==> src/include/msg_params.svh <==
// Purpose: constants of the monitor security gate
// Assumes: byte-wide monitor link, 16-bit addresses
// Notes: definitions only
`ifndef MSG_PARAMS_SVH
`define MSG_PARAMS_SVH

// ==========================================
// security locations
`define MSG_SEC_BASE    16'hFFF6
`define MSG_SEC_LAST    16'hFFFD
`define MSG_SEC_COUNT   8
`define MSG_ERASED      8'hFF

// ==========================================
// monitor commands
`define MSG_RUN_OPC     8'h28
`define MSG_RDSP_OPC    8'h0C

// ==========================================
// stack offsets
`define MSG_SP_INC      16'h0001
`define MSG_PC_HI_OFS   16'h0005
`define MSG_PC_LO_OFS   16'h0006

// ==========================================
// unlock status byte in ram
`define MSG_STAT_ADDR   8'h80
`define MSG_STAT_BIT    6
`define MSG_STAT_VAL    8'h40

// ==========================================
// buffering and gating
`define MSG_FIFO_DEPTH  16
`define MSG_INVALID     8'h00

`endif

==> src/include/msg_pkg.sv <==
// Purpose: types of the monitor security gate
// Assumes: used with msg_params.svh
// Notes: types only
package msg_pkg;

	// ==========================================
	// sequencer states
	typedef enum logic [3:0] {
		st_idle,
		st_collect,
		st_break,
		st_sw_int,
		st_push_hi,
		st_serve,
		st_send_sp,
		st_pop_hi,
		st_return,
		st_running
	} msg_state_t;

	// ==========================================
	// cpu operations forced by the monitor
	typedef enum logic [1:0] {
		software_interrupt_op,
		push_index_high_op,
		pop_index_high_op,
		return_from_interrupt_op
	} msg_cpu_op_t;

endpackage

==> src/verilog/msg_monitor_gate.sv <==
// Purpose: monitor entry, security compare and run/read-sp service
// Assumes: bytes from the serial receiver arrive on clk, por is a pulse
// Notes: fifo and gate share this file
`timescale 1ns/1ps
`include "msg_params.svh"

// ==========================================
// byte fifo
module msg_fifo #(
	parameter int WIDTH = 8,
	parameter int DEPTH = `MSG_FIFO_DEPTH
) (
	// clock and reset
	input  wire logic             clk,
	input  wire logic             rstn,
	// fill side
	input  wire logic             in_valid,
	input  wire logic [WIDTH-1:0] in_data,
	output logic                  in_ready,
	// drain side
	output logic                  out_valid,
	output logic      [WIDTH-1:0] out_data,
	input  wire logic             out_ready
);
	localparam int AW = $clog2(DEPTH);

	logic [WIDTH-1:0] mem [DEPTH];  // storage
	logic [AW:0]      wr_ptr;       // write pointer with wrap bit
	logic [AW:0]      rd_ptr;       // read pointer with wrap bit
	logic             push;         // word accepted
	logic             pop;          // word drained

	// full when pointers differ only in wrap bit
	assign in_ready  = (wr_ptr ^ rd_ptr) != {1'b1, {AW{1'b0}}};
	assign out_valid = wr_ptr != rd_ptr;
	assign out_data  = mem[rd_ptr[AW-1:0]];
	assign push      = in_valid && in_ready;
	assign pop       = out_valid && out_ready;

	// storage write
	always_ff @(posedge clk)
	begin
		if (push)
			mem[wr_ptr[AW-1:0]] <= in_data;
	end

	// pointers
	always_ff @(posedge clk)
	begin
		if (!rstn)
		begin
			wr_ptr <= '0;
			rd_ptr <= '0;
		end
		else
		begin
			if (push)
				wr_ptr <= wr_ptr + 1'b1;
			if (pop)
				rd_ptr <= rd_ptr + 1'b1;
		end
	end
endmodule // msg_fifo

// ==========================================
// monitor security gate
// How it works
// run command pops index high, then returns
// entry takes software interrupt, pushes index high
// host may rewrite stacked registers before run
// read stack pointer returns pointer plus one; code sends only the low byte of sp+1
// stacked pc high at sp+5, low sp+6
// after power-on, eight security bytes are collected
// all eight match unlocks flash read and execute
// unlock survives every reset except power-on
// locked flash reads return an invalid value
// locked flash fetch raises illegal-address reset
// break sent only after all eight bytes; code sends it at once when need_sec is clear
// match sets bit 6 of ram byte 80h
// host power-cycles before retrying failed security
// mass erase makes all security bytes FFh
// user should program all security locations
// bytes compared in order, lowest address first
module msg_monitor_gate #(
	parameter int DEPTH = `MSG_FIFO_DEPTH
) (
	// clock and resets
	input  wire logic        clk,
	input  wire logic        rstn,
	input  wire logic        por,
	// mode and flash contents
	input  wire logic        mon_mode,
	input  wire logic [63:0] sec_flash_bytes,
	input  wire logic        mass_erase,
	// received monitor bytes
	input  wire logic        rx_valid,
	input  wire logic [7:0]  rx_data,
	output logic             rx_ready,
	// transmit to host
	output logic             tx_valid,
	output logic             tx_break,
	output logic [7:0]       tx_data,
	input  wire logic        tx_ready,
	// forced cpu operations
	output logic             cpu_op_valid,
	output msg_pkg::msg_cpu_op_t cpu_op,
	input  wire logic        cpu_op_ready,
	input  wire logic [15:0] sp,
	output logic [15:0]      pc_hi_addr,
	output logic [15:0]      pc_lo_addr,
	// unlock status write
	output logic             ram_we,
	output logic [7:0]       ram_addr,
	output logic [7:0]       ram_wdata,
	// flash gating
	input  wire logic [7:0]  flash_rd_data,
	output logic [7:0]       flash_rd_out,
	input  wire logic        flash_fetch,
	output logic             illegal_addr_rst,
	output logic             unlocked
);
	msg_pkg::msg_state_t state;       // sequencer state
	msg_pkg::msg_state_t next_state;  // next sequencer state
	logic [7:0]  shadow [`MSG_SEC_COUNT];  // security byte copy
	logic [2:0]  sec_idx;             // next byte to compare
	logic        sec_fail;            // mismatch seen so far
	logic        need_sec;            // power-on entry pending
	logic        sec_done;            // eight bytes collected
	logic        f_valid;             // fifo has a byte
	logic [7:0]  f_data;              // fifo head byte
	logic        f_ready;             // sequencer takes a byte
	logic        take;                // byte taken this cycle
	logic        last_byte;           // eighth security byte
	logic        byte_ok;             // byte matches location
	logic        op_done;             // cpu op accepted
	logic        tx_done;             // transmit accepted

	// incoming bytes are buffered; back-pressure is rx_ready
	msg_fifo #(
		.WIDTH (8),
		.DEPTH (DEPTH)
	) u_fifo (
		.clk       (clk),
		.rstn      (rstn),
		.in_valid  (rx_valid),
		.in_data   (rx_data),
		.in_ready  (rx_ready),
		.out_valid (f_valid),
		.out_data  (f_data),
		.out_ready (f_ready)
	);

	// handshake terms
	assign f_ready   = (state == msg_pkg::st_collect) || (state == msg_pkg::st_serve);
	assign take      = f_valid && f_ready;
	assign last_byte = sec_idx == 3'(`MSG_SEC_COUNT - 1);
	assign byte_ok   = f_data == shadow[sec_idx];
	assign op_done   = cpu_op_valid && cpu_op_ready;
	assign tx_done   = tx_valid && tx_ready;

	// shadow of the protected bytes, one entry per location
	generate
		for (genvar i = 0; i < `MSG_SEC_COUNT; i++)
		begin : g_shadow
			always_ff @(posedge clk)
			begin
				if (mass_erase)
					shadow[i] <= `MSG_ERASED;
				else if (por)
					shadow[i] <= sec_flash_bytes[8*i +: 8];
			end
		end
	endgenerate

	// power-on entry flag, kept through ordinary resets
	always_ff @(posedge clk)
	begin
		if (por)
			need_sec <= 1'b1;
		else if (take && state == msg_pkg::st_collect && last_byte)
			need_sec <= 1'b0;
	end

	// unlock flag, cleared by power-on only
	always_ff @(posedge clk)
	begin
		if (por)
			unlocked <= 1'b0;
		else if (take && state == msg_pkg::st_collect && last_byte)
			unlocked <= !sec_fail && byte_ok;
	end

	// security byte walk
	always_ff @(posedge clk)
	begin
		if (!rstn || por)
		begin
			sec_idx  <= '0;
			sec_fail <= 1'b0;
			sec_done <= 1'b0;
		end
		else if (take && state == msg_pkg::st_collect)
		begin
			sec_idx  <= sec_idx + 3'd1;
			sec_fail <= sec_fail || !byte_ok;
			sec_done <= last_byte;
		end
	end

	// next state
	always_comb
	begin
		next_state = state;
		unique case (state)
			msg_pkg::st_idle:
				if (mon_mode)
					next_state = need_sec ? msg_pkg::st_collect : msg_pkg::st_break;
			msg_pkg::st_collect:
				if (take && last_byte)
					next_state = msg_pkg::st_break;
			msg_pkg::st_break:
				if (tx_done)
					next_state = msg_pkg::st_sw_int;
			msg_pkg::st_sw_int:
				if (op_done)
					next_state = msg_pkg::st_push_hi;
			msg_pkg::st_push_hi:
				if (op_done)
					next_state = msg_pkg::st_serve;
			msg_pkg::st_serve:
				if (take && f_data == `MSG_RUN_OPC)
					next_state = msg_pkg::st_pop_hi;
				else if (take && f_data == `MSG_RDSP_OPC)
					next_state = msg_pkg::st_send_sp;
			msg_pkg::st_send_sp:
				if (tx_done)
					next_state = msg_pkg::st_serve;
			msg_pkg::st_pop_hi:
				if (op_done)
					next_state = msg_pkg::st_return;
			msg_pkg::st_return:
				if (op_done)
					next_state = msg_pkg::st_running;
			msg_pkg::st_running:
				next_state = msg_pkg::st_running;
			default:
				next_state = msg_pkg::st_idle;
		endcase
	end

	// state register
	always_ff @(posedge clk)
	begin
		if (!rstn || por)
			state <= msg_pkg::st_idle;
		else
			state <= next_state;
	end

	// forced cpu operations follow the state
	always_comb
	begin
		cpu_op_valid = 1'b1;
		cpu_op       = msg_pkg::software_interrupt_op;
		unique case (state)
			msg_pkg::st_sw_int:  cpu_op = msg_pkg::software_interrupt_op;
			msg_pkg::st_push_hi: cpu_op = msg_pkg::push_index_high_op;
			msg_pkg::st_pop_hi:  cpu_op = msg_pkg::pop_index_high_op;
			msg_pkg::st_return:  cpu_op = msg_pkg::return_from_interrupt_op;
			default:          cpu_op_valid = 1'b0;
		endcase
	end

	// transmit: break at entry, after collection when one runs, sp+1 on request
	always_ff @(posedge clk)
	begin
		if (!rstn || por)
		begin
			tx_valid <= 1'b0;
			tx_break <= 1'b0;
			tx_data  <= 8'h00;
		end
		else if (tx_done)
		begin
			tx_valid <= 1'b0;
			tx_break <= 1'b0;
		end
		else if (state == msg_pkg::st_idle && next_state == msg_pkg::st_break)
		begin
			tx_valid <= 1'b1;
			tx_break <= 1'b1;
		end
		else if (state == msg_pkg::st_collect && next_state == msg_pkg::st_break)
		begin
			tx_valid <= 1'b1;
			tx_break <= 1'b1;
		end
		else if (state == msg_pkg::st_serve && next_state == msg_pkg::st_send_sp)
		begin
			tx_valid <= 1'b1;
			tx_data  <= 8'((sp + `MSG_SP_INC) & 16'h00FF);
		end
		else if (state == msg_pkg::st_send_sp && !tx_valid)
			tx_valid <= 1'b1;
	end

	// stacked program counter addresses
	always_ff @(posedge clk)
	begin
		if (!rstn)
		begin
			pc_hi_addr <= 16'h0000;
			pc_lo_addr <= 16'h0000;
		end
		else
		begin
			pc_hi_addr <= sp + `MSG_PC_HI_OFS;
			pc_lo_addr <= sp + `MSG_PC_LO_OFS;
		end
	end

	// unlock status write into ram
	always_ff @(posedge clk)
	begin
		if (!rstn || por)
			ram_we <= 1'b0;
		else
			ram_we <= take && state == msg_pkg::st_collect && last_byte
				&& !sec_fail && byte_ok;
	end
	assign ram_addr  = `MSG_STAT_ADDR;
	assign ram_wdata = `MSG_STAT_VAL;

	// flash read gating and fetch policing
	always_ff @(posedge clk)
	begin
		if (!rstn)
		begin
			flash_rd_out     <= `MSG_INVALID;
			illegal_addr_rst <= 1'b0;
		end
		else
		begin
			flash_rd_out     <= unlocked ? flash_rd_data : `MSG_INVALID;
			illegal_addr_rst <= flash_fetch && !unlocked;
		end
	end

	// ==========================================
	// assertions
	a_run_pops_first: assert property (@(posedge clk) disable iff (!rstn || por)
		state == msg_pkg::st_serve && take && f_data == `MSG_RUN_OPC
		|=> cpu_op_valid && cpu_op == msg_pkg::pop_index_high_op)
		else $error("run did not start with pop");

	a_rti_after_pop: assert property (@(posedge clk) disable iff (!rstn || por)
		op_done && cpu_op == msg_pkg::pop_index_high_op
		|=> cpu_op == msg_pkg::return_from_interrupt_op)
		else $error("return not after pop");

	a_swi_then_push: assert property (@(posedge clk) disable iff (!rstn || por)
		op_done && cpu_op == msg_pkg::software_interrupt_op
		|=> cpu_op_valid && cpu_op == msg_pkg::push_index_high_op)
		else $error("push not after interrupt");

	a_read_sp_plus: assert property (@(posedge clk) disable iff (!rstn || por)
		state == msg_pkg::st_serve && take && f_data == `MSG_RDSP_OPC
		|=> tx_valid && tx_data == 8'(($past(sp) + 16'h0001) & 16'h00FF))
		else $error("read sp not plus one");

	a_pc_offsets: assert property (@(posedge clk) disable iff (!rstn)
		1'b1 |=> pc_hi_addr == $past(sp) + 16'h0005
		&& pc_lo_addr == $past(sp) + 16'h0006)
		else $error("stacked pc address wrong");

	a_por_locks: assert property (@(posedge clk)
		por |=> !unlocked)
		else $error("power-on left unlock set");

	a_locked_read: assert property (@(posedge clk) disable iff (!rstn)
		!unlocked |=> flash_rd_out == 8'h00)
		else $error("locked read leaked data");

	a_locked_fetch: assert property (@(posedge clk) disable iff (!rstn)
		flash_fetch && !unlocked |=> illegal_addr_rst)
		else $error("locked fetch not reset");

	a_break_after_eight: assert property (@(posedge clk) disable iff (!rstn || por)
		$rose(tx_break) |-> sec_done || !need_sec)
		else $error("break before eight bytes");

	a_status_on_match: assert property (@(posedge clk) disable iff (!rstn || por)
		ram_we |-> unlocked && ram_addr == 8'h80 && ram_wdata[6])
		else $error("status write without unlock");

	a_erase_blank: assert property (@(posedge clk)
		mass_erase |=> shadow[0] == 8'hFF && shadow[7] == 8'hFF)
		else $error("erase left security bytes");
endmodule // msg_monitor_gate
==> config.mk <==
export PLATFORM = sky130hd
export DESIGN_NAME = msg_monitor_gate
export DESIGN_NICKNAME = d
export VERILOG_FILES = /design/src/include/msg_pkg.sv /design/src/verilog/msg_monitor_gate.sv
export VERILOG_INCLUDE_DIRS = /design/src /design/src/include
export SDC_FILE = /design/constraint.sdc
export NUM_CORES = 1
export LEC_CHECK = 0
export ABC_AREA = 1
export BUFFER_PORTS_ARGS = -buffer_cell sky130_fd_sc_hd__buf_2
export CAP_MARGIN = 20
export CORE_UTILIZATION = 43
export CTS_CLUSTER_SIZE = 12
export DETAILED_ROUTE_END_ITERATION = 12
export PLACE_DENSITY = 0.64
export SLEW_MARGIN = 10
export SYNTH_ARGS = -nofsm -noshare
export SYNTH_HDL_FRONTEND = slang
export SYNTH_SLANG_ARGS = --single-unit
==> constraint.sdc <==
create_clock -name clk -period 2.1 [get_ports clk]
set_clock_uncertainty 0.15 [all_clocks]
set_input_delay 0.42 -clock clk [delete_from_list [all_inputs] [get_ports clk]]
set_output_delay 0.42 -clock clk [all_outputs]
set_load 0.02 [all_outputs]
==> impl_summary.txt <==
----------------------------------------------------
[Outcome]
  Outcome ... finished, violations left
  Failing checks ... setup timing

[CTS]
  Number of buffers added by the clock tree synthesis step ... 29
  Maximum clock insertion buffer count ... 3
  Clock transition at the registers of the reported paths ... 0.06 ns
  TritonCTS sink count ... 271
  Clock tree from TritonCTS ... yes
  H-Tree Depth ... 1
  Root Buffer ... clkbuf_16
  Clock network latency to the later pin of the worst-skew pair ... 0.56 ns

[STA]
  Final hold slack ... 0.03915 ns
  Final sum of negative setup slack ... -4.409 ns
  Setup repair after global routing missed its margin ... true
  Endpoints failing hold ... 0
  Crit path setup slack, layout ... -0.3825 ns
  Pin slew with the least headroom to its limit ... 0.5069 ns
  Setup violators final ... 17
  Fmax achieved ... 402.8 MHz
  Period Utilization, post-route ... 118.2%
  Max Transition Viols Final ... 0
  Minimum clock period after layout ... 2.483 ns
  Relative slew slack ... 65.33%

[Route]
  Remaining antenna violation count after routing ... 0
  WL/cell ... 15.45 um
  TritonRoute pass-1 iters ... 5
  Overall routed net length ... roughly 31000 um
  Vias per Instance ... around 4.9
  Routed vias ... around 10000
  Initial detailed-routing violation count ... 755
  Post-route DRC ... 0

[Yosys]
  Post-synthesis sequential area ratio ... 61.32%
  Synth unique cells ... 39
  Synthesized instance count ... roughly 1300
  Synth Cell Area ... 0.01198 mm^2
  Post-synth top area share ... 48.12%
  Number of synthesis warnings ... 0
  Flops & latches, synth ... 271
  Largest cells by area after synthesis ... edfxtp_1 (48%), dfxtp_1 (13%), nand2_1 (9.9%)
  Synthesized area per cell ... 9.209 um^2
  Most area-hungry cell type in the Yosys netlist ... edfxtp_1

[Global routing]
  Maximum number of pins on one net before global-route repair ... between 60 and 70
  Wire length of the first global-routing pass ... 48930 um
  Number of antenna violations at the first check in global routing ... 0
  Global-route total usage across every layer ... 21.90%
  Overall overflow remaining after global route ... 0
  Vias in the first global route ... 9570

[Place]
  DP HPWL ... 19910 um
  GP Congestion ... 0.8744
  Cell area reported after detailed placement ... approximately 0.014 mm^2
  Placed Cells ... between 1500 and 2000
  Port buffer count ... 161

[Cells and area]
  Synth-to-Final Area Change ... 33.79%
  Antenna diodes ... 0
  Final std cell area, no fill ... 0.01603 mm^2
  Filler Cells Inserted ... 2301
  Fraction of final layout cells with drive strength greater than 1 ... between 20% and 30%
  Combined area of the multi-input logic cells ... 0.003826 mm^2
  Net count of the finished layout ... 1757
  Reg area ... 0.007368 mm^2
  Number of standard cells in the final layout excluding fillers ... 2036

[Run]
  Max Cap Violations ... 0

[Setup path]
  Delay of the slowest cell on the worst path ... 0.36 ns
  FF-to-FF End ... tx_data[7]
  Cell Chain, Critical Path ... buf_6 > inv_12 > buf_12 > nand2_1 > nand2_1 > nand2_1 > nand3_2 > nand3_2 > nand2_2 > nand2_2 > nor2_1 > nand4_1 > nand3_1 > nand2_1 > inv_2 > nand4_4 > nand2_1 > nand2_1 > nor2_1
  Category of the worst setup path launch point ... flip-flop
  Standard cell with the maximum stage delay on the critical path ... dfxtp_4
  Maximum fanout along the worst path ... 8
  CP Data Arrival Time ... roughly 2.8 ns
  CP Capture Type ... flip-flop
  Worst setup slack for register-to-register paths ... -0.38 ns
  Cell with the most instances on the worst path ... nand2_1
  Data required, critical path ... 2.44 ns
  Worst reg2reg path depth ... 19
  Crit path kind ... reg -> reg

[Pwr]
  Cell internal pwr ... 9.159 mW
  Clock network fraction of design power ... 39.0%
  Worst vdd rail ir drop ... 0.6189 mV
  Combinational Power Share ... 11.7%
  Switch share ... 24.26%
  Reported net switching power ... 2.934 mW
  Sum of internal, switching and leakage power ... 12.09 mW
  PwrDens ... 754.4 mW/mm^2
  Sequential cell fraction of total power ... 49.3%
  Leak Pwr ... ~7.2 nW

[Floorplanning]
  Starting utilization of the core area ... 44.09%
  Width of the chip ... 168.9 um
  Top-Level Pins ... 178
  Die Ht ... 168.9 um
  CORE AREA ... ~0.027 mm^2
  Row Count ... 60
  Die outline area ... 0.02854 mm^2

[Min path]
  Start point of the worst hold path ... sp[8]
  Hold Crit Class ... in -> reg
  Terminating pin of the worst hold path ... pc_hi_addr[9]
  Hold Crit Depth ... 3

----------------------------------------------------
## cell usage in the layout, fill, tap and decap left out, types with 13 or more instances in the layout
cell,instances
edfxtp_1,192
nand2_2,14
buf_2,157
buf_4,94
nor2_1,133
nand3_1,73
conb_1,16
buf_6,13
inv_1,189
clkbuf_16,29
dlygate4sd3_1,84
nand2_1,301
o21ai_0,55
dfxtp_1,68
clkbuf_1,13
a21oi_1,42
nand3_2,15
## synthesized netlist by cell type (all sizes together)
library cell  count
buf              39
a221oi            5
a31oi             4
nand3b            2
nor3             12
a211oi            1
and3              1
o2111ai           1
clkbuf           26
xnor2             8
o21ai            65
a22oi             1
conb              2
ha               11
o221ai            2
edfxtp          192
nor4              1
nand3            88
o22ai             9
nand4             7
a2111oi           3
nor2            150
a21oi            47
xor2             12
or2               6
clkinv            3
o21a              1
dfxtp            79
inv             201
nand2           316
o211ai            6
## worst max path at each step
| stage | start | end | cells past startpoint |
|---|---|---|---|
| after floorplan | flip-flop | tx_data[1] | 19 |
| after global placement | flip-flop | tx_data[5] | 15 |
| after detailed placement | flip-flop | tx_data[7] | 16 |
| after CTS | flip-flop | tx_data[1] | 17 |
| after global routing | flip-flop | tx_data[7] | 19 |
| final | flip-flop | tx_data[7] | 19 |
## flip-flops by register name, indices dropped and copies added, names as in the netlist, named ones only
signal,cells
flash_rd_out,8
illegal_addr_rst,1
need_sec,1
pc_hi_addr,16
pc_lo_addr,16
ram_we,1
sec_fail,1
sec_idx,3
shadow,64
state,4
tx_break,1
tx_data,8
tx_valid,1
u_fifo.mem,128
u_fifo.rd_ptr,5
u_fifo.wr_ptr,5
unlocked,1
## kinds of logic after synthesis
kind of cell	synth area share (%)
AND/OR/NAND/NOR	19.83
flip-flops	61.32
buffers and inverters	9.451
AO/OA/AOI/OAI	6.725
XOR/XNOR	1.462
adder cells (fa/ha/maj)	1.149
other	0.06268
## cell type report
class	instances	area share, %
flip-flops and latches	271	45.96
repair buffers	359	16.98
inverters	204	4.855
clock buffers	44	5.003
multi-input cells	776	23.87
clock inverters	10	0.4293
well taps	372	2.904
## power groups by stage
stage               sequential (mW)  combinational [mW]  clock, mW
detailed placement             6.08                1.15          0
CTS                            5.97                1.38       4.78
floorplan                      6.12               0.609          0
finish                         5.96                1.42       4.71
global placement               6.08                1.14          0
global route                   5.98                1.54       4.97
## per-stage QoR
stage | setup WS, ns | utilization, %
4_1_cts | -0.3090 | 58.65
2_1_floorplan | -0.07878 | -
3_3_place_gp | -0.4481 | 50.68
5_1_grt | -0.5262 | 58.99
6_report | -0.3825 | 58.99
3_5_place_dp | -0.4913 | 50.68
## metal layers
layer	routed length (um)	global-route usage (%)	up-vias
li1	-	-	4862
met5	0	0	-
met3	2042	3.858	59
met1	13330	28.46	4607
met2	15250	37.23	350
met4	832	6.719	0
## critical path: cells and delay by family, from the launching register on
family        cells  cell delay (ns)
flops             1             0.36
buf+inv           4             0.47
simple gates     15             1.41
## repair_timing
action                                  4_1_cts  5_1_grt
hold buffers                                 84        0
gates resized for setup                      82       35
pin swaps                                    29       15
endpoints found under the setup margin       18      143
gates cloned                                  4        0
endpoints found under the hold margin        90        0
buffers inserted                             14        3
Note: power is estimated with default switching activity, not from simulation.
